===== src/inc/agc_cs_pkg.sv =====
package agc_cs_pkg;
  localparam int ADDR_W = 6;
  localparam logic [5:0] OFS_GOAL = 6'h1b;
  localparam logic [5:0] OFS_CS = 6'h1c;
  localparam logic [5:0] OFS_TIMING = 6'h1d;
  localparam logic [2:0] RST_GOAL = 3'h3;
  localparam logic [6:0] RST_CS = 7'h40;
  localparam logic [7:0] RST_TIMING = 8'h91;
  localparam logic [2:0] RST_AVG_LOG2 = 3'h4;
  localparam logic [4:0] RST_BOUND = 5'h08;
  localparam int CS_PRIO_BIT = 6;
  localparam int CS_REL_LSB = 4;
  localparam int CS_ABS_LSB = 0;
  localparam int TM_HYST_LSB = 6;
  localparam int TM_WAIT_LSB = 4;
  localparam int TM_HOLD_LSB = 2;
  localparam int TM_FLEN_LSB = 0;
  localparam logic [3:0] CS_ABS_OFF = 4'h8;
  localparam int WAIT_SHIFT = 3;
  localparam int BOUND_SHIFT = 2;
  localparam logic [2:0] AVG_LOG2_BASE = 3'h3;
  localparam logic [2:0] OOK_AVG_LOG2 = 3'h3;

  typedef enum logic [1:0] {
    HOLD_NONE = 2'h0, HOLD_ON_SYNC = 2'h1, HOLD_ANALOG = 2'h2, HOLD_ALL = 2'h3
  } hold_policy_t;
  typedef enum logic [2:0] {
    LP_TRACK = 3'b001, LP_STEP = 3'b010, LP_HOLD = 3'b100
  } loop_state_t;
  typedef enum logic [1:0] {
    AV_DISCARD = 2'b01, AV_ACCUM = 2'b10
  } avg_state_t;

  function automatic logic [7:0] goal_db(input logic [2:0] code);
    logic [7:0] t [8];
    t = '{8'h18, 8'h1b, 8'h1e, 8'h21, 8'h24, 8'h26, 8'h28, 8'h2a};
    return t[code];
  endfunction
  function automatic logic [7:0] rel_step_db(input logic [1:0] code);
    logic [7:0] t [4];
    t = '{8'h00, 8'h06, 8'h0a, 8'h0e};
    return t[code];
  endfunction
  // {lower, upper} window in dB around the goal
  function automatic logic [7:0] deadzone(input logic [1:0] code);
    logic [7:0] t [4];
    t = '{8'h22, 8'h24, 8'h36, 8'h4a};
    return t[code];
  endfunction
endpackage


===== src/inc/agc_link_if.sv =====
`timescale 1ns/1ns
`default_nettype none
interface agc_link_if;
  logic sample_valid;
  logic [7:0] sample_db;
  logic restart;
  logic [5:0] discard_n;
  logic [2:0] avg_log2;
  logic [7:0] avg_db;
  logic avg_valid;
  logic [7:0] rssi_db;
  logic rssi_valid;
  logic [1:0] rel_code;
  logic [3:0] abs_code;
  logic [7:0] goal_db;
  logic cs;
  modport loop(output sample_valid, sample_db, restart, discard_n, avg_log2,
    rssi_db, rssi_valid, rel_code, abs_code, goal_db,
    input avg_db, avg_valid, cs);
  modport avg(input sample_valid, sample_db, restart, discard_n, avg_log2,
    output avg_db, avg_valid);
  modport det(input rssi_db, rssi_valid, rel_code, abs_code, goal_db,
    output cs);
endinterface
`default_nettype wire


===== src/logic/amp_averager.sv =====
`timescale 1ns/1ns
`default_nettype none
module amp_averager (
  // clock and reset
  input wire logic clk,
  input wire logic reset_n,
  // loop side
  agc_link_if.avg lk
);
  import agc_cs_pkg::*;
  avg_state_t st_r, st_nxt;
  logic [6:0] cnt_r, cnt_nxt;
  logic [13:0] sum_r, sum_nxt;
  logic [7:0] avg_r, avg_nxt;
  logic vld_r, vld_nxt;
  logic [13:0] acc;
  logic [6:0] last_acc;
  logic [6:0] last_disc;

  // discard window, then block averages until the next restart
  always_comb begin
    acc = sum_r + {6'h00, lk.sample_db};
    last_acc = 7'((8'h01 << lk.avg_log2) - 8'h01);
    last_disc = {1'b0, lk.discard_n - 6'h01};
    st_nxt = st_r;
    cnt_nxt = cnt_r;
    sum_nxt = sum_r;
    avg_nxt = avg_r;
    vld_nxt = 1'b0;
    if (lk.restart) begin
      st_nxt = AV_DISCARD;
      cnt_nxt = 7'h00;
      sum_nxt = 14'h0000;
    end else if (lk.sample_valid) begin
      unique case (st_r)
        AV_DISCARD: begin
          // >= guards against the wait field shrinking mid-window
          if (cnt_r >= last_disc) begin
            st_nxt = AV_ACCUM;
            cnt_nxt = 7'h00;
          end else begin
            cnt_nxt = cnt_r + 7'h01;
          end
        end
        AV_ACCUM: begin
          if (cnt_r >= last_acc) begin
            avg_nxt = 8'(acc >> lk.avg_log2);
            vld_nxt = 1'b1;
            sum_nxt = 14'h0000;
            cnt_nxt = 7'h00;
          end else begin
            sum_nxt = acc;
            cnt_nxt = cnt_r + 7'h01;
          end
        end
        default: st_nxt = AV_DISCARD;
      endcase
    end
  end

  always_ff @(posedge clk or negedge reset_n) begin
    if (!reset_n) begin
      st_r <= AV_DISCARD;
      cnt_r <= 7'h00;
      sum_r <= 14'h0000;
      avg_r <= 8'h00;
      vld_r <= 1'b0;
    end else begin
      st_r <= st_nxt;
      cnt_r <= cnt_nxt;
      sum_r <= sum_nxt;
      avg_r <= avg_nxt;
      vld_r <= vld_nxt;
    end
  end

  assign lk.avg_db = avg_r;
  assign lk.avg_valid = vld_r;

  property p_discard_end;
    @(posedge clk) disable iff (!reset_n)
    (st_r == AV_DISCARD && !lk.restart && lk.sample_valid
      && cnt_r == last_disc) |=> (st_r == AV_ACCUM && sum_r == 14'h0000);
  endproperty
  a_discard_end: assert property (p_discard_end)
    else $error("discard window did not end on its last sample");

  property p_no_avg_in_discard;
    @(posedge clk) disable iff (!reset_n)
    lk.restart |=> !lk.avg_valid ##1 !lk.avg_valid [*7];
  endproperty
  a_no_avg_in_discard: assert property (p_no_avg_in_discard)
    else $error("average produced inside discard window");
endmodule
`default_nettype wire


===== src/logic/cs_detect.sv =====
`timescale 1ns/1ns
`default_nettype none
module cs_detect (
  // clock and reset
  input wire logic clk,
  input wire logic reset_n,
  // loop side
  agc_link_if.det lk
);
  import agc_cs_pkg::*;
  logic cs_r, cs_nxt;
  logic [7:0] base_r, base_nxt;
  logic base_ok_r, base_ok_nxt;
  logic signed [9:0] thr;
  logic abs_en, abs_hit, rel_hit;

  // rssi is referred to full gain, so compare straight to goal plus offset
  always_comb begin
    abs_en = (lk.abs_code != CS_ABS_OFF);
    thr = $signed({2'b00, lk.goal_db})
      + 10'(signed'(lk.abs_code));
    abs_hit = abs_en && ($signed({2'b00, lk.rssi_db}) >= thr);
    rel_hit = (lk.rel_code != 2'h0) && base_ok_r
      && ({1'b0, lk.rssi_db}
        >= {1'b0, base_r} + {1'b0, rel_step_db(lk.rel_code)});
    cs_nxt = cs_r;
    base_nxt = base_r;
    base_ok_nxt = base_ok_r;
    if (lk.rssi_valid) begin
      cs_nxt = abs_hit || rel_hit;
      // baseline follows the floor only while no carrier is seen
      if (!cs_nxt) begin
        base_nxt = lk.rssi_db;
        base_ok_nxt = 1'b1;
      end
    end
  end

  always_ff @(posedge clk or negedge reset_n) begin
    if (!reset_n) begin
      cs_r <= 1'b0;
      base_r <= 8'h00;
      base_ok_r <= 1'b0;
    end else begin
      cs_r <= cs_nxt;
      base_r <= base_nxt;
      base_ok_r <= base_ok_nxt;
    end
  end

  assign lk.cs = cs_r;

  property p_abs_off;
    @(posedge clk) disable iff (!reset_n)
    (lk.rssi_valid && lk.abs_code == 4'h8 && lk.rel_code == 2'h0)
      |=> !lk.cs;
  endproperty
  a_abs_off: assert property (p_abs_off)
    else $error("carrier sense raised with both criteria off");

  property p_abs_hit;
    @(posedge clk) disable iff (!reset_n)
    (lk.rssi_valid && lk.abs_code != 4'h8
      && $signed({2'b00, lk.rssi_db}) >= $signed({2'b00, lk.goal_db})
        + 10'(signed'(lk.abs_code))) |=> lk.cs;
  endproperty
  a_abs_hit: assert property (p_abs_hit)
    else $error("absolute threshold met but carrier sense low");
endmodule
`default_nettype wire


===== src/logic/agc_cs_ctrl.sv =====
`timescale 1ns/1ns
`default_nettype none
module agc_cs_ctrl #(
  parameter int GAIN_W = 3
) (
  // clock and reset
  input wire logic clk,
  input wire logic reset_n,
  // register port
  input wire logic [agc_cs_pkg::ADDR_W-1:0] reg_addr,
  input wire logic [7:0] reg_wdata,
  input wire logic reg_we,
  output logic [7:0] reg_rdata,
  // receive datapath
  input wire logic sample_valid,
  input wire logic [7:0] sample_db,
  input wire logic rssi_valid,
  input wire logic [7:0] rssi_db,
  input wire logic sync_found,
  input wire logic rx_start,
  input wire logic ook_mode,
  // manual gain values
  input wire logic [GAIN_W-1:0] manual_stage1,
  input wire logic [GAIN_W-1:0] manual_stage2,
  input wire logic [GAIN_W-1:0] manual_digital,
  // gain settings
  output logic [GAIN_W-1:0] front_amp_stage1,
  output logic [GAIN_W-1:0] front_amp_stage2,
  output logic [GAIN_W-1:0] digital_gain,
  // detector and demodulator settings
  output logic carrier_sense,
  output logic [4:0] ook_boundary_db,
  output logic [6:0] avg_length
);
  import agc_cs_pkg::*;
  localparam logic [GAIN_W-1:0] GMAX = '1;
  localparam logic [GAIN_W-1:0] GONE = GAIN_W'(1);

  agc_link_if lk ();

  // register state
  logic [2:0] goal_r, goal_nxt;
  logic [6:0] cs_ctrl_r, cs_ctrl_nxt;
  logic [7:0] timing_r, timing_nxt;
  logic [7:0] rdata_r, rdata_nxt;
  // decoded fields
  logic stage_reduce_order;
  logic [1:0] cs_relative_step;
  logic [3:0] cs_absolute_offset;
  logic [2:0] amplitude_goal;
  logic [1:0] deadzone_select;
  logic [1:0] wait_sel;
  hold_policy_t gain_hold_policy;
  logic [1:0] flen_sel;

  // register writes land on the next edge; reads are registered
  always_comb begin
    goal_nxt = goal_r;
    cs_ctrl_nxt = cs_ctrl_r;
    timing_nxt = timing_r;
    if (reg_we) begin
      unique case (reg_addr)
        OFS_GOAL: goal_nxt = reg_wdata[2:0];
        OFS_CS: cs_ctrl_nxt = reg_wdata[6:0];
        OFS_TIMING: timing_nxt = reg_wdata;
        default: ;
      endcase
    end
    unique case (reg_addr)
      OFS_GOAL: rdata_nxt = {5'h00, goal_r};
      OFS_CS: rdata_nxt = {1'b0, cs_ctrl_r}; // top bit reads zero
      OFS_TIMING: rdata_nxt = timing_r;
      default: rdata_nxt = 8'h00;
    endcase
  end

  always_ff @(posedge clk or negedge reset_n) begin
    if (!reset_n) begin
      goal_r <= RST_GOAL;
      cs_ctrl_r <= RST_CS;
      timing_r <= RST_TIMING;
      rdata_r <= 8'h00;
    end else begin
      goal_r <= goal_nxt;
      cs_ctrl_r <= cs_ctrl_nxt;
      timing_r <= timing_nxt;
      rdata_r <= rdata_nxt;
    end
  end

  // field decode
  assign stage_reduce_order = cs_ctrl_r[CS_PRIO_BIT];
  assign cs_relative_step = cs_ctrl_r[CS_REL_LSB +: 2];
  assign cs_absolute_offset = cs_ctrl_r[CS_ABS_LSB +: 4];
  assign amplitude_goal = goal_r;
  assign deadzone_select = timing_r[TM_HYST_LSB +: 2];
  assign wait_sel = timing_r[TM_WAIT_LSB +: 2];
  assign gain_hold_policy = hold_policy_t'(timing_r[TM_HOLD_LSB +: 2]);
  assign flen_sel = timing_r[TM_FLEN_LSB +: 2];
  assign reg_rdata = rdata_r;

  // loop state
  loop_state_t st_r, st_nxt;
  logic [GAIN_W-1:0] s1_r, s1_nxt, s2_r, s2_nxt, dg_r, dg_nxt;
  logic sync_hold_r, sync_hold_nxt;
  logic [2:0] avg_log2_r, avg_log2_nxt;
  logic [4:0] bound_r, bound_nxt;
  logic hold_all, analog_frz, too_high, too_low;
  logic signed [9:0] dev;
  logic [7:0] dz;

  // averager and detector hookup
  assign lk.sample_valid = sample_valid;
  assign lk.sample_db = sample_db;
  assign lk.rssi_valid = rssi_valid;
  assign lk.rssi_db = rssi_db;
  assign lk.rel_code = cs_relative_step;
  assign lk.abs_code = cs_absolute_offset;
  assign lk.goal_db = goal_db(amplitude_goal);
  assign lk.avg_log2 = avg_log2_r;
  assign lk.discard_n =
    6'(({4'h0, wait_sel} + 6'h01) << WAIT_SHIFT);
  // a fresh window after every gain step and every new reception
  assign lk.restart = (st_r == LP_STEP) || rx_start;
  assign carrier_sense = lk.cs;

  amp_averager u_avg (
    .clk(clk),
    .reset_n(reset_n),
    .lk(lk.avg)
  );

  cs_detect u_cs (
    .clk(clk),
    .reset_n(reset_n),
    .lk(lk.det)
  );

  // gain stepping, priority order and hold policies
  always_comb begin
    hold_all = (gain_hold_policy == HOLD_ALL)
      || (gain_hold_policy == HOLD_ON_SYNC && sync_hold_r);
    analog_frz = (gain_hold_policy == HOLD_ANALOG);
    dz = deadzone(deadzone_select);
    dev = $signed({2'b00, lk.avg_db}) - $signed({2'b00, lk.goal_db});
    too_high = dev > $signed({6'h00, dz[3:0]});
    too_low = dev < -$signed({6'h00, dz[7:4]});
    st_nxt = st_r;
    s1_nxt = s1_r;
    s2_nxt = s2_r;
    dg_nxt = dg_r;
    unique case (st_r)
      LP_TRACK: begin
        if (hold_all) begin
          st_nxt = LP_HOLD;
        end else if (lk.avg_valid && (too_high || too_low)) begin
          st_nxt = LP_STEP;
          if (too_high) begin
            if (!analog_frz && stage_reduce_order && s1_r != '0) begin
              s1_nxt = s1_r - GONE;
            end else if (!analog_frz && s2_r != '0) begin
              s2_nxt = s2_r - GONE;
            end else if (!analog_frz && s1_r != '0) begin
              s1_nxt = s1_r - GONE;
            end else if (dg_r != '0) begin
              dg_nxt = dg_r - GONE;
            end
          end else begin
            // raise in the reverse of the reduce order
            if (dg_r != GMAX) begin
              dg_nxt = dg_r + GONE;
            end else if (!analog_frz && stage_reduce_order
              && s2_r != GMAX) begin
              s2_nxt = s2_r + GONE;
            end else if (!analog_frz && s1_r != GMAX) begin
              s1_nxt = s1_r + GONE;
            end else if (!analog_frz && s2_r != GMAX) begin
              s2_nxt = s2_r + GONE;
            end
          end
        end
      end
      LP_STEP: st_nxt = hold_all ? LP_HOLD : LP_TRACK;
      LP_HOLD: begin
        if (gain_hold_policy == HOLD_ALL) begin
          s1_nxt = manual_stage1;
          s2_nxt = manual_stage2;
          dg_nxt = manual_digital;
        end
        if (!hold_all) begin
          st_nxt = LP_STEP;
        end
      end
      default: st_nxt = LP_TRACK;
    endcase
    // a sync event in the clearing cycle still wins
    if (gain_hold_policy == HOLD_ON_SYNC && sync_found) begin
      sync_hold_nxt = 1'b1;
    end else if (rx_start) begin
      sync_hold_nxt = 1'b0;
    end else begin
      sync_hold_nxt = sync_hold_r;
    end
    // ook reception uses a fixed short average
    avg_log2_nxt = ook_mode ? OOK_AVG_LOG2
      : AVG_LOG2_BASE + {1'b0, flen_sel};
    bound_nxt = 5'(({3'h0, flen_sel} + 5'h01) << BOUND_SHIFT);
  end

  always_ff @(posedge clk or negedge reset_n) begin
    if (!reset_n) begin
      st_r <= LP_TRACK;
      s1_r <= '1;
      s2_r <= '1;
      dg_r <= '1;
      sync_hold_r <= 1'b0;
      avg_log2_r <= RST_AVG_LOG2;
      bound_r <= RST_BOUND;
    end else begin
      st_r <= st_nxt;
      s1_r <= s1_nxt;
      s2_r <= s2_nxt;
      dg_r <= dg_nxt;
      sync_hold_r <= sync_hold_nxt;
      avg_log2_r <= avg_log2_nxt;
      bound_r <= bound_nxt;
    end
  end

  assign front_amp_stage1 = s1_r;
  assign front_amp_stage2 = s2_r;
  assign digital_gain = dg_r;
  assign ook_boundary_db = bound_r;
  assign avg_length = 7'(8'h01 << avg_log2_r);

  // reduce decision taken in this cycle while the analogue stages are not frozen, for the checks below
  logic cut_now;
  assign cut_now = st_r == LP_TRACK && !hold_all && lk.avg_valid
    && too_high && !analog_frz;

  property p_prio_stage1;
    @(posedge clk) disable iff (!reset_n)
    (cut_now && stage_reduce_order && s1_r != '0)
      |=> (s1_r == $past(s1_r) - GONE) && $stable(s2_r);
  endproperty
  a_prio_stage1: assert property (p_prio_stage1)
    else $error("stage one not lowered first");

  property p_prio_stage2;
    @(posedge clk) disable iff (!reset_n)
    (cut_now && !stage_reduce_order && s2_r != '0)
      |=> (s2_r == $past(s2_r) - GONE) && $stable(s1_r);
  endproperty
  a_prio_stage2: assert property (p_prio_stage2)
    else $error("stage two not taken to minimum first");

  property p_sync_hold;
    @(posedge clk) disable iff (!reset_n)
    (gain_hold_policy == HOLD_ON_SYNC && sync_hold_r)
      |=> $stable(s1_r) && $stable(s2_r) && $stable(dg_r);
  endproperty
  a_sync_hold: assert property (p_sync_hold)
    else $error("gain moved after sync word");

  property p_analog_hold;
    @(posedge clk) disable iff (!reset_n)
    (gain_hold_policy == HOLD_ANALOG)
      |=> $stable(s1_r) && $stable(s2_r);
  endproperty
  a_analog_hold: assert property (p_analog_hold)
    else $error("analogue gain moved while held");

  property p_manual;
    @(posedge clk) disable iff (!reset_n)
    (st_r == LP_HOLD && gain_hold_policy == HOLD_ALL)
      |=> s1_r == $past(manual_stage1) && dg_r == $past(manual_digital);
  endproperty
  a_manual: assert property (p_manual)
    else $error("manual gain not applied");

  property p_step_restart;
    @(posedge clk) disable iff (!reset_n)
    (st_r == LP_TRACK && lk.avg_valid && !hold_all
      && (too_high || too_low)) |=> lk.restart ##1 !lk.avg_valid;
  endproperty
  a_step_restart: assert property (p_step_restart)
    else $error("gain step did not restart averaging");
endmodule
`default_nettype wire


===== config.mk =====
export PLATFORM = sky130hd
export DESIGN_NAME = agc_cs_ctrl
export DESIGN_NICKNAME = d
export VERILOG_FILES = /design/src/inc/agc_cs_pkg.sv /design/src/inc/agc_link_if.sv /design/src/logic/amp_averager.sv /design/src/logic/cs_detect.sv /design/src/logic/agc_cs_ctrl.sv
export SDC_FILE = /design/constraint.sdc
export NUM_CORES = 1
export LEC_CHECK = 0
export ABC_AREA = 1
export BUFFER_PORTS_ARGS = -buffer_cell sky130_fd_sc_hd__buf_2
export CAP_MARGIN = 25
export CORE_MARGIN = 10
export CORE_UTILIZATION = 30
export DETAILED_ROUTE_END_ITERATION = 12
export GPL_TIMING_DRIVEN = 0
export PLACE_DENSITY = 0.48
export RECOVER_POWER = 50
export SLEW_MARGIN = 20
export SYNTH_ARGS = -nofsm -noshare
export SYNTH_HDL_FRONTEND = slang
export SYNTH_HIERARCHICAL = 1
export SYNTH_SLANG_ARGS = --single-unit

===== constraint.sdc =====
create_clock -name clk -period 4.8 [get_ports clk]
set_input_delay 0.72 -clock clk [delete_from_list [all_inputs] [get_ports clk]]
set_output_delay 0.72 -clock clk [all_outputs]
set_load 0.1 [all_outputs]

Yosys cells after proc, flatten, opt, wreduce, memory -nomap -nowiden. Memories as Yosys holds them, arrays and structs flattened. Cells that the tools add are included.

Add/subtract/negate cells: 17. $lt $le $gt $ge: 9. Eq/ne operators: 35. Shift operators: 2. Muxes and demuxes: 66. Bitwise operators: 5. Reduce and logical (&&, ||, !) cells: 39.

Operators by type and width (count): 3-bit two-way mux (34); 14-bit two-way mux (4); 8-bit two-way mux (6); 3-bit inequality test (second input constant) (13); 8-bit binary-select mux with 2-bit select (2); 7-bit two-way mux (4); 9-bit AND reduction (3); 8-bit one-hot mux with 3 select lines (1); 4-bit inequality test (second input constant) (5); 6-bit by 5-bit equality test with 1-bit output (second input constant) (3); 3-bit one-hot mux with 2 select lines (3); 14-bit by 8-bit adder with 14-bit output (1); 7-bit one-hot mux with 2 select lines (1); 2-bit AND reduction (7); 14-bit by 3-bit right shift with 8-bit output (1); 1-bit logical AND (13); 3-bit nonzero test (4); 9-bit by 4-bit adder with 10-bit output (1); 9-bit by 10-bit >= comparator with 1-bit output (1); 9-bit by 10-bit less-than comparator with 1-bit output (1); 2-bit inequality test (second input constant) (5); 4-bit negation with 10-bit output (1); 2-bit nonzero test (5); 3-bit by 1-bit adder with 3-bit output (second input constant) (3); other kinds (32) (51).

Flip-flop bits (word level): 87. Memory bits (read-only): 64. Bits of input ports: 47. Output and inout bits: 30. Word-level logic and storage cells: 193. Memories kept: 1.

Memory list: (name not given) (words 8, bits a word 8, rd ports 1, clocked after Yosys merged registers in 0, wr ports 0, RTL line agc_cs_pkg.sv:37) `return t[code];`.

Longest topological paths before layout. Gate-level depths: netlist (run 1).

Depth after elaboration: 11. Mapped depth: 30. Mapped depth without buffers: 30.

Cells and area by module. Netlist (run 1), hierarchy kept.

By module, submodules not included: agc_cs_ctrl (times used 1, cells an instance 423, area an instance 3280.6 um^2, sequential area each 1148.6 um^2); amp_averager (times used 1, cells an instance 431, area an instance 2889.0 um^2, sequential area each 802.0 um^2); cs_detect (times used 1, cells an instance 199, area an instance 1412.6 um^2, sequential area each 250.2 um^2).

Worst setup path before layout (run 1). OpenSTA, ideal clock, no wires.

Path type: register to register. Start point: register goal_r[0], in the netlist amplitude_goal[0]. End point: register s1_r[2], in the netlist front_amp_stage1[2]. Library setup time: 61 ps. Arrival: 3658 ps. Required time: 4739 ps. Path slack: 1081 ps. Cell stages (with the launch flop): 26. Path buffers: 0. Period minus slack after synthesis: 3719 ps. Path through: dfstp_2 inv_1 ha_1 o21ai_0 ha_1 nand4_1 nand2_1 inv_1 nand2_4 xor2_1 ha_1 a21oi_1 o21ai_0 nand2_1 inv_1 nor2_4 nand3_4 o21ai_4 fa_1 xor2_1 inv_1 nand3_1 nand3_1 nand2_1 nand4_1 nand2_1.

Word-level cells in the longest chain between the ends: 10. Elaborated cells between the ends (all ways): 20. Those cells by class: 1 x add/sub; 2 x order compare; 6 x eq/ne; 6 x mux; 1 x bitwise; 3 x reduce/logical; 1 x memory.

Ends and longest elaborated chain: from (decl) (RTL line agc_cs_ctrl.sv:42) `logic [2:0] goal_r, goal_nxt;`; from (signal assigned) (RTL line agc_cs_ctrl.sv:84) `goal_r <= goal_nxt;`; 3-bit NOT with 4-bit output (not written as such) (*) (RTL line agc_cs_pkg.sv:37); memory read 8 x 8 bit (*); 8-bit two-way mux (not written as such) (*) (2 in a row) (RTL line agc_cs_pkg.sv:37); 8-bit by 8-bit subtractor with 9-bit output (*) (RTL line agc_cs_ctrl.sv:145) `dev = $signed({2'b00, lk.avg_db}) - $signed({2'b00, lk.goal_db});`; 9-bit by 10-bit less-than comparator with 1-bit output or 9-bit by 5-bit > comparator with 1-bit output (tied branches) (RTL line agc_cs_ctrl.sv:147, agc_cs_ctrl.sv:146); 1-bit logical OR or 3-bit two-way mux (tied branches) (RTL line agc_cs_ctrl.sv:156, agc_cs_ctrl.sv:158); 1-bit logical AND or 3-bit two-way mux (tied branches) (RTL line agc_cs_ctrl.sv:156) `end else if (lk.avg_valid && (too_high || too_low)) begin`; 2-bit inequality test (no source line) or 3-bit two-way mux (tied branches); 9-bit AND reduction (no source line) or 3-bit one-hot mux with 2 select lines (tied branches); to (signal assigned) (RTL line agc_cs_ctrl.sv:221) `s1_r <= s1_nxt;`; to (decl) (RTL line agc_cs_ctrl.sv:104) `logic [GAIN_W-1:0] s1_r, s1_nxt, s2_r, s2_nxt, dg_r, dg_nxt;`.

Mark *: on every way between the ends. The rest lies on a longest branch, timed or not. The select of a mux whose other input is x is not followed. A chain may end at the register's enable or synchronous reset.

Worst setup path after layout (run 1). Same ends and word-level chain as after synthesis.

==> impl_metrics.ini, run 1 <==
[sta]
min_period_over_period_pct = 90.15
slew_viol_final = 90
hold_ws_ps = 472.6
fin_skew_ps = 13.42
rsz0062_at_grt = false
setup_viol = 0
timing.final.hold_violations = 0
max_slew_margin_pct = -18.70
finalWorstPathRequiredPeriod_ps = 4327
timing.fmax_mhz = 231.1
worstMarginPinSlew_ps = 1780
setup_tns_ps = 0

[worst_setup_path]
critPathTopFamily = adder cells
startpoint = amplitude_goal[0]
arrival_ps = 4630
worst-path-buf-inv = 4
cp_slowest_cell = dfstp_2
timing.rr.end = front_amp_stage1[2]
reg2reg_depth = 25
crit_type = reg -> reg
r2r_slack_ps = 470
worstSetupStartpointType = register
cp.required_ps = 5100
cp-end-kind = register
r2r-start = amplitude_goal[0]
cpPeakStageDelay_ps = 560
crit_fanout = 12

[detailed_routing]
met1_length_microns = 10570
vias = 6848
ant_nets = 0
highest_layer = met4
viasPerCell = 4.605
drt_iter0_drc = 444
wl_per_cell_microns = 13.95
wl_met2_microns = 9367
dr.pass1.iters = 5
totalWireLength_microns = 20750
wl_met3_microns = 610
drc = 0

[logic_synthesis]
synthCells = 1053
synth-async-reset-ratio_pct = 100.0
synth-main-ff-cell = dfrtp_1
netlist_area_sq_mm = 0.007582
ys_warn_count = 6
synth_edf_count = 0
avgSynthCellArea_sq_um = 7.201
yosysSeqAreaShare_pct = 29.03
synth_cell_types = 56
ys_seq_elements = 87

[outcome]
violations = max-capacitance violations, max-slew violations
outcome = complete, but fails checks

[final_layout]
regArea_sq_mm = 0.002201
final_common_cell = nand2_1
final_cell_mix = nand2_1 (285), inv_1 (163), nand3_1 (96), ha_1 (78), buf_2 (77)
multi_input_comb_area_sq_mm = 0.004711
fillers = 2712
drive_above_1_share_pct = 16.25
antenna_cells = 0
fin_nets = 1283
final_cell_area_sq_mm = 0.008722
syn_to_final_growth_pct = 15.03

[floorplanning]
rows = 58
dieArea_sq_mm = 0.03203
core-area_sq_mm = 0.02504
die_w_microns = 179.0
initial_core_util_pct = 30.28
io_pins = 77
die_h_microns = 179.0

[worst_hold_path]
whs_path_depth = 2
holdPathEnd = u_cs/base_ok_r
hp-class = reg -> reg
min_from = u_cs/base_ok_r

[power_and_ir_drop]
peakVddDrop_uv = 235.7
clkPwrFrac_pct = 21.3
power.switching_mw = 1.711
switching_share_pct = 48.15
power_mw = 3.554
combPwrFrac_pct = 49.7
sequentialPowerShare_pct = 29.0
power.density_mw_per_mm2 = 407.4
internal-power_mw = 1.843
p_leak_nw = 4.581

[global_routing]
gr-total-overflow = 0
antenna_found_initial = 0
grt.total_usage_pct = 13.46
grt_pass1_vias = 6798
grt_max_degree = 61
grt_pass1_wl_microns = 34820

[job]
maxCapViolCount = 2

[clock_network]
cts-root-buf = clkbuf_16
cts.sink_count = 87
clk_pin_slew_ps = 80
postCtsSetupBuffers = 0
cts_resized = 0
cts_buffers = 9
cts_buffer_depth = 2
tritoncts = done
cts_hold_buffers = 0
htreeDepth = 3
clk_latency_ps = 360

[place]
placed_area_sq_mm = 0.008448
io_buffer_count = 74
dpl.hpwl_microns = 16770
globalplace.congestion = 0.8043
-- per-layer routing --
metal,global-route usage (%),up-vias
met3,2.085,9
met2,21.23,87
li1,-,3605
met4,3.100,0
met1,18.84,3147
met5,0,-
-- logic make-up after synthesis --
kind of cell	Yosys count	synth area share (%)
AOI/OAI and AO/OA	125	10.02
xor gates and xnor gates	29	3.350
adders and majority gates	84	14.46
buffers and inverters	183	9.488
DFF	87	29.03
other	1	0.04946
and+or+nand+nor	544	33.61
-- power by group through the flow --
| stage | Sequential, mW | Combinational, mW | Clock [mW] |
|---|---|---|---|
| 2_1_floorplan | 1.32 | 1.12 | 0 |
| 3_3_place_gp | 1.04 | 1.76 | 0 |
| 3_5_place_dp | 1.05 | 1.77 | 0 |
| 4_1_cts | 1.03 | 1.79 | 0.784 |
| 5_1_grt | 1.06 | 2.01 | 0.816 |
| 6_report | 1.03 | 1.77 | 0.758 |
-- Yosys cell counts (all sizes together), types with 3 or more instances --
master,n,area share [%]
nor2,69,3.9
o31ai,4,0.40
o22ai,10,0.83
clkbuf,5,0.26
inv,167,8.3
a211oi,3,0.46
o21ai,57,4.0
nand4,16,1.4
xor2,18,2.1
nand2,311,17
dfstp,19,6.6
buf,9,0.81
xnor2,11,1.3
nand3,112,8.6
a21oi,37,2.9
fa,6,1.6
nor3,23,1.7
nand3b,4,0.45
dfrtp,68,22
o221ai,3,0.35
or2,5,0.41
ha,78,13
o211ai,4,0.40
-- worst max-delay path by stage --
stage                                     end  cells past startpoint
after floorplan           front_amp_stage1[2]                     25
final                     front_amp_stage1[2]                     25
after detailed placement  front_amp_stage1[2]                     25
after global placement    front_amp_stage1[2]                     25
after CTS                 front_amp_stage1[2]                     25
after global routing          digital_gain[2]                     23
-- flip-flops by register name (all words and copies together) (netlist names), 7 cells and up --
name	flops
reg_rdata	8
timing_r	8
u_avg/lk.avg_db	8
u_avg/cnt_r	7
u_cs/base_r	8
cs_ctrl_r	7
u_avg/sum_r	14
-- through the flow --
step / setup WS, ps / instances / utilization [%]
4_1_cts: 421.5 / 1487 / 34.96
3_5_place_dp: 493.3 / 1471 / 33.74
2_1_floorplan: 1081 / 1066 / -
5_1_grt: 129.3 / 1487 / 34.84
3_3_place_gp: 524.9 / 1470 / 33.61
6_report: 472.8 / 1487 / 34.84
-- layout make-up --
type,instances,area share (%)
Multi-Input combinational cell,796,54.01
Sequential cell,87,25.23
Inverter,169,7.316
Tap cell,330,4.734
Timing Repair Buffer,75,4.289
Clock buffer,9,2.582
Buffer,14,0.9324
Clock inverter,7,0.9037
-- worst reg2reg max path, delay by kind of cell, from the launching register on --
| kind | cells | cell delay (ps) |
|---|---|---|
| adder cells (fa/ha/maj) | 4 | 1150 |
| AND/OR/NAND/NOR | 11 | 940 |
| AO/OA/AOI/OAI | 4 | 890 |
| flip-flops | 1 | 560 |
| XOR/XNOR | 2 | 440 |
| buffers and inverters | 4 | 290 |
Power figures use the tool's default switching activity.
==> run 2, diff against run 1 <==
--- a/config.mk
+++ b/config.mk
@@ -12,10 +12,9 @@
 export CORE_UTILIZATION = 30
 export DETAILED_ROUTE_END_ITERATION = 12
 export GPL_TIMING_DRIVEN = 0
-export PLACE_DENSITY = 0.48
+export PLACE_DENSITY = 0.49
 export RECOVER_POWER = 50
 export SLEW_MARGIN = 20
 export SYNTH_ARGS = -nofsm -noshare
 export SYNTH_HDL_FRONTEND = slang
-export SYNTH_HIERARCHICAL = 1
 export SYNTH_SLANG_ARGS = --single-unit
==> run 2 against run 1 <==
  * The flow still finishes with violations (max-capacitance violations, max-slew violations)
  * Clock power is 4.6% lower
  * Hold slack got worse by 15 ps
  * Global-route usage shrank 0.92 points
  * Die area down 10%
  * Worst setup slack gained 88 ps
  * Cell count shrank 14%
  * Fmax increased by 2.1%
  * Non-clock buffer count decreased by 1
  * Sequential share of layout area increased by 3.1 points
  * Largest cell class unchanged
  * Critical path depth is 2 lower
==> impl_metrics.ini, run 2 <==
[outcome]
outcome = complete, but fails checks
violations = max-capacitance violations, max-slew violations

[detailed_routing]
wl_met3_microns = 630
highest_layer = met5
drt_iter0_drc = 342
totalWireLength_microns = 17670
wl_met2_microns = 8153
met1_length_microns = 8719
wl_per_cell_microns = 13.76
vias = 5982
viasPerCell = 4.659
ant_nets = 0
drc = 0
dr.pass1.iters = 5

[final_layout]
utilization_pct = 35.36
regMostFlops = u_avg.sum_r
final_cell_mix = nand2_1 (229), inv_1 (135), buf_2 (74), nand3_1 (70), ha_1 (70)
final_common_cell = nand2_1
syn_to_final_growth_pct = 15.27
fin_nets = 1122
largest_register_ffs = 14
drive_above_1_share_pct = 13.86

[logic_synthesis]
synth-main-ff-cell = dfrtp_1
synth-async-reset-ratio_pct = 100.0
yosysMostFrequentCell = nand2_1
synthCells = 908
ys_top_cells_by_area = dfrtp_1 (25%), ha_1 (13%), nand2_1 (13%), inv_1 (7.5%), dfstp_2 (7.4%)
yosysTopAreaCell = dfrtp_1
avgSynthCellArea_sq_um = 7.418
synth_top_area_share_pct = 25.26
yosysSeqAreaShare_pct = 32.68
ys_warn_count = 0
synth_edf_count = 0
netlist_area_sq_mm = 0.006735
synth_cell_types = 45
ys_seq_elements = 87
yosys-top-cells-count = nand2_1 (229), inv_1 (135), ha_1 (70), nand3_1 (70), dfrtp_1 (68)

[power_and_ir_drop]
sequentialPowerShare_pct = 30.0
switching_share_pct = 46.74
power.switching_mw = 1.578
internal-power_mw = 1.799
clkPwrFrac_pct = 21.4
p_leak_nw = 3.983
peakVddDrop_uv = 180.7
combPwrFrac_pct = 48.5
power.density_mw_per_mm2 = 435.0

[job]
maxCapViolCount = 1

[sta]
setup_viol = 0
slew_viol_final = 33
timing.final.hold_violations = 0
timing.fmax_mhz = 235.9
fin_skew_ps = 10.32
min_period_over_period_pct = 88.31
finalWorstPathRequiredPeriod_ps = 4239
worstMarginPinSlew_ps = 1853
rsz0062_at_grt = false
setup_tns_ps = 0
max_slew_margin_pct = -23.55

[place]
io_buffer_count = 74
dpl.hpwl_microns = 14170
globalplace.congestion = 0.8175

[worst_setup_path]
crit_fanout = 12
critPathTopFamily = adder cells
worst-path-buf-inv = 3
cp.required_ps = 5100
cpPeakStageDelay_ps = 540
cp-end-kind = register
worstSetupStartpointType = register
crit_type = reg -> reg
worstPathCellList = inv_1 -> ha_1 -> o21ai_1 -> inv_1 -> ha_1 -> nand3_1 -> nand3_1 -> xnor2_1 -> inv_1 -> ha_1 -> a21oi_1 -> o21ai_0 -> nand2_1 -> nand3_2 -> nor2_4 -> nand3_4 -> nand2_8 -> fa_1 -> xor2_1 -> o21ai_0 -> o21ai_0 -> nand3_1 -> nand2_1
cp_slowest_cell = dfstp_2
arrival_ps = 4530

[floorplanning]
rows = 54
die_h_microns = 169.8
die_w_microns = 169.8
core-area_sq_mm = 0.02196
initial_core_util_pct = 30.67
dieArea_sq_mm = 0.02884
io_pins = 77

[worst_hold_path]
hp-class = reg -> reg

[clock_network]
clk_pin_slew_ps = 70
postCtsSetupBuffers = 0
cts-root-buf = clkbuf_16
cts_buffer_depth = 2
htreeDepth = 3
tritoncts = done
cts_buffers = 9
cts.sink_count = 87
clk_latency_ps = 360

[global_routing]
grt.total_usage_pct = 12.54
grt_max_degree = 57
gr-total-overflow = 0
grt_pass1_vias = 5885
grt_pass1_wl_microns = 29600
antenna_found_initial = 3
## run 2: cell count changes after synthesis, moves of 5 or more
cell and change:
nor3_1 -11, a21oi_1 +10, clkbuf_1 +5, o22ai_1 +7, nand2_1 -56, nand3_1 -26
nand3_2 -11, nand2_2 -12, xnor2_1 -6, inv_1 -28, ha_1 -8
## run 2: through the flow
step                hold WS [ps]  cell area (sq um)  worst slack (ps)  instances  total power, mW
floorplan                  421.9               6750             413.0        912            2.340
global placement           432.6               7471             322.3       1266            2.670
detailed placement         440.7               7505             302.2       1267            2.678
CTS                        258.9               7796             271.3       1283            3.425
global route               478.1               7761             93.83       1283            3.674
finish                     457.1               7764             561.0       1284            3.377
## run 2: cell families after synthesis
family / synth area share, %
other: 0.05568
adders and majority gates: 15.08
AOI/OAI and AO/OA: 12.11
buffers and inverters: 8.768
DFF: 32.68
and+or+nand+nor: 28.05
xor gates and xnor gates: 3.251
## run 2: layout make-up
type,instances,area [sq um]
flip-flops and latches,87,2201
well taps,280,350.3
repair buffers,75,374.1
clock buffers,11,232.7
plain buffers,13,61.31
fillers,2345,14190
inverters,141,529.3
multi-input cells,671,3954
clock inverters,5,58.81
diodes,1,2.502
## run 2: timing repair
item                       in CTS  in global routing
hold buffers                    0                  0
gates resized for setup         0                  1
setup endpoints to repair       0                  6
## run 2: worst paths after layout
check	startpoint	endpoint	cells past startpoint	slack [ps]
worst max-delay path	amplitude_goal[0]	front_amp_stage2[2]	23	560
worst min-delay path	u_cs.base_ok_r	u_cs.base_ok_r	2	460
worst max register to register	amplitude_goal[0]	front_amp_stage2[2]	23	560
worst min register to register	u_cs.base_ok_r	u_cs.base_ok_r	2	460
max in group asynchronous	reset_n	u_avg.cnt_r[3]	2	1650
min in group asynchronous	reset_n	reg_rdata[7]	1	870
## run 2: power by group through the flow
stage | clock [mW] | combinational (mW) | sequential [mW]
5_1_grt | 0.771 | 1.87 | 1.04
3_5_place_dp | 0 | 1.65 | 1.03
4_1_cts | 0.748 | 1.66 | 1.02
3_3_place_gp | 0 | 1.64 | 1.03
2_1_floorplan | 0 | 1.02 | 1.32
6_report | 0.723 | 1.64 | 1.01
## run 2: routing by layer
metal | track usage (%) | up-vias
met5 | 0 | -
met3 | 2.568 | 11
li1 | - | 3160
met1 | 16.89 | 2736
met2 | 20.08 | 71
met4 | 3.090 | 4
## run 2: tightest hold or removal path: stages (launching register included)
cell and delay [ps]:
dfrtp_1 320, inv_1 50, nand2_1 60
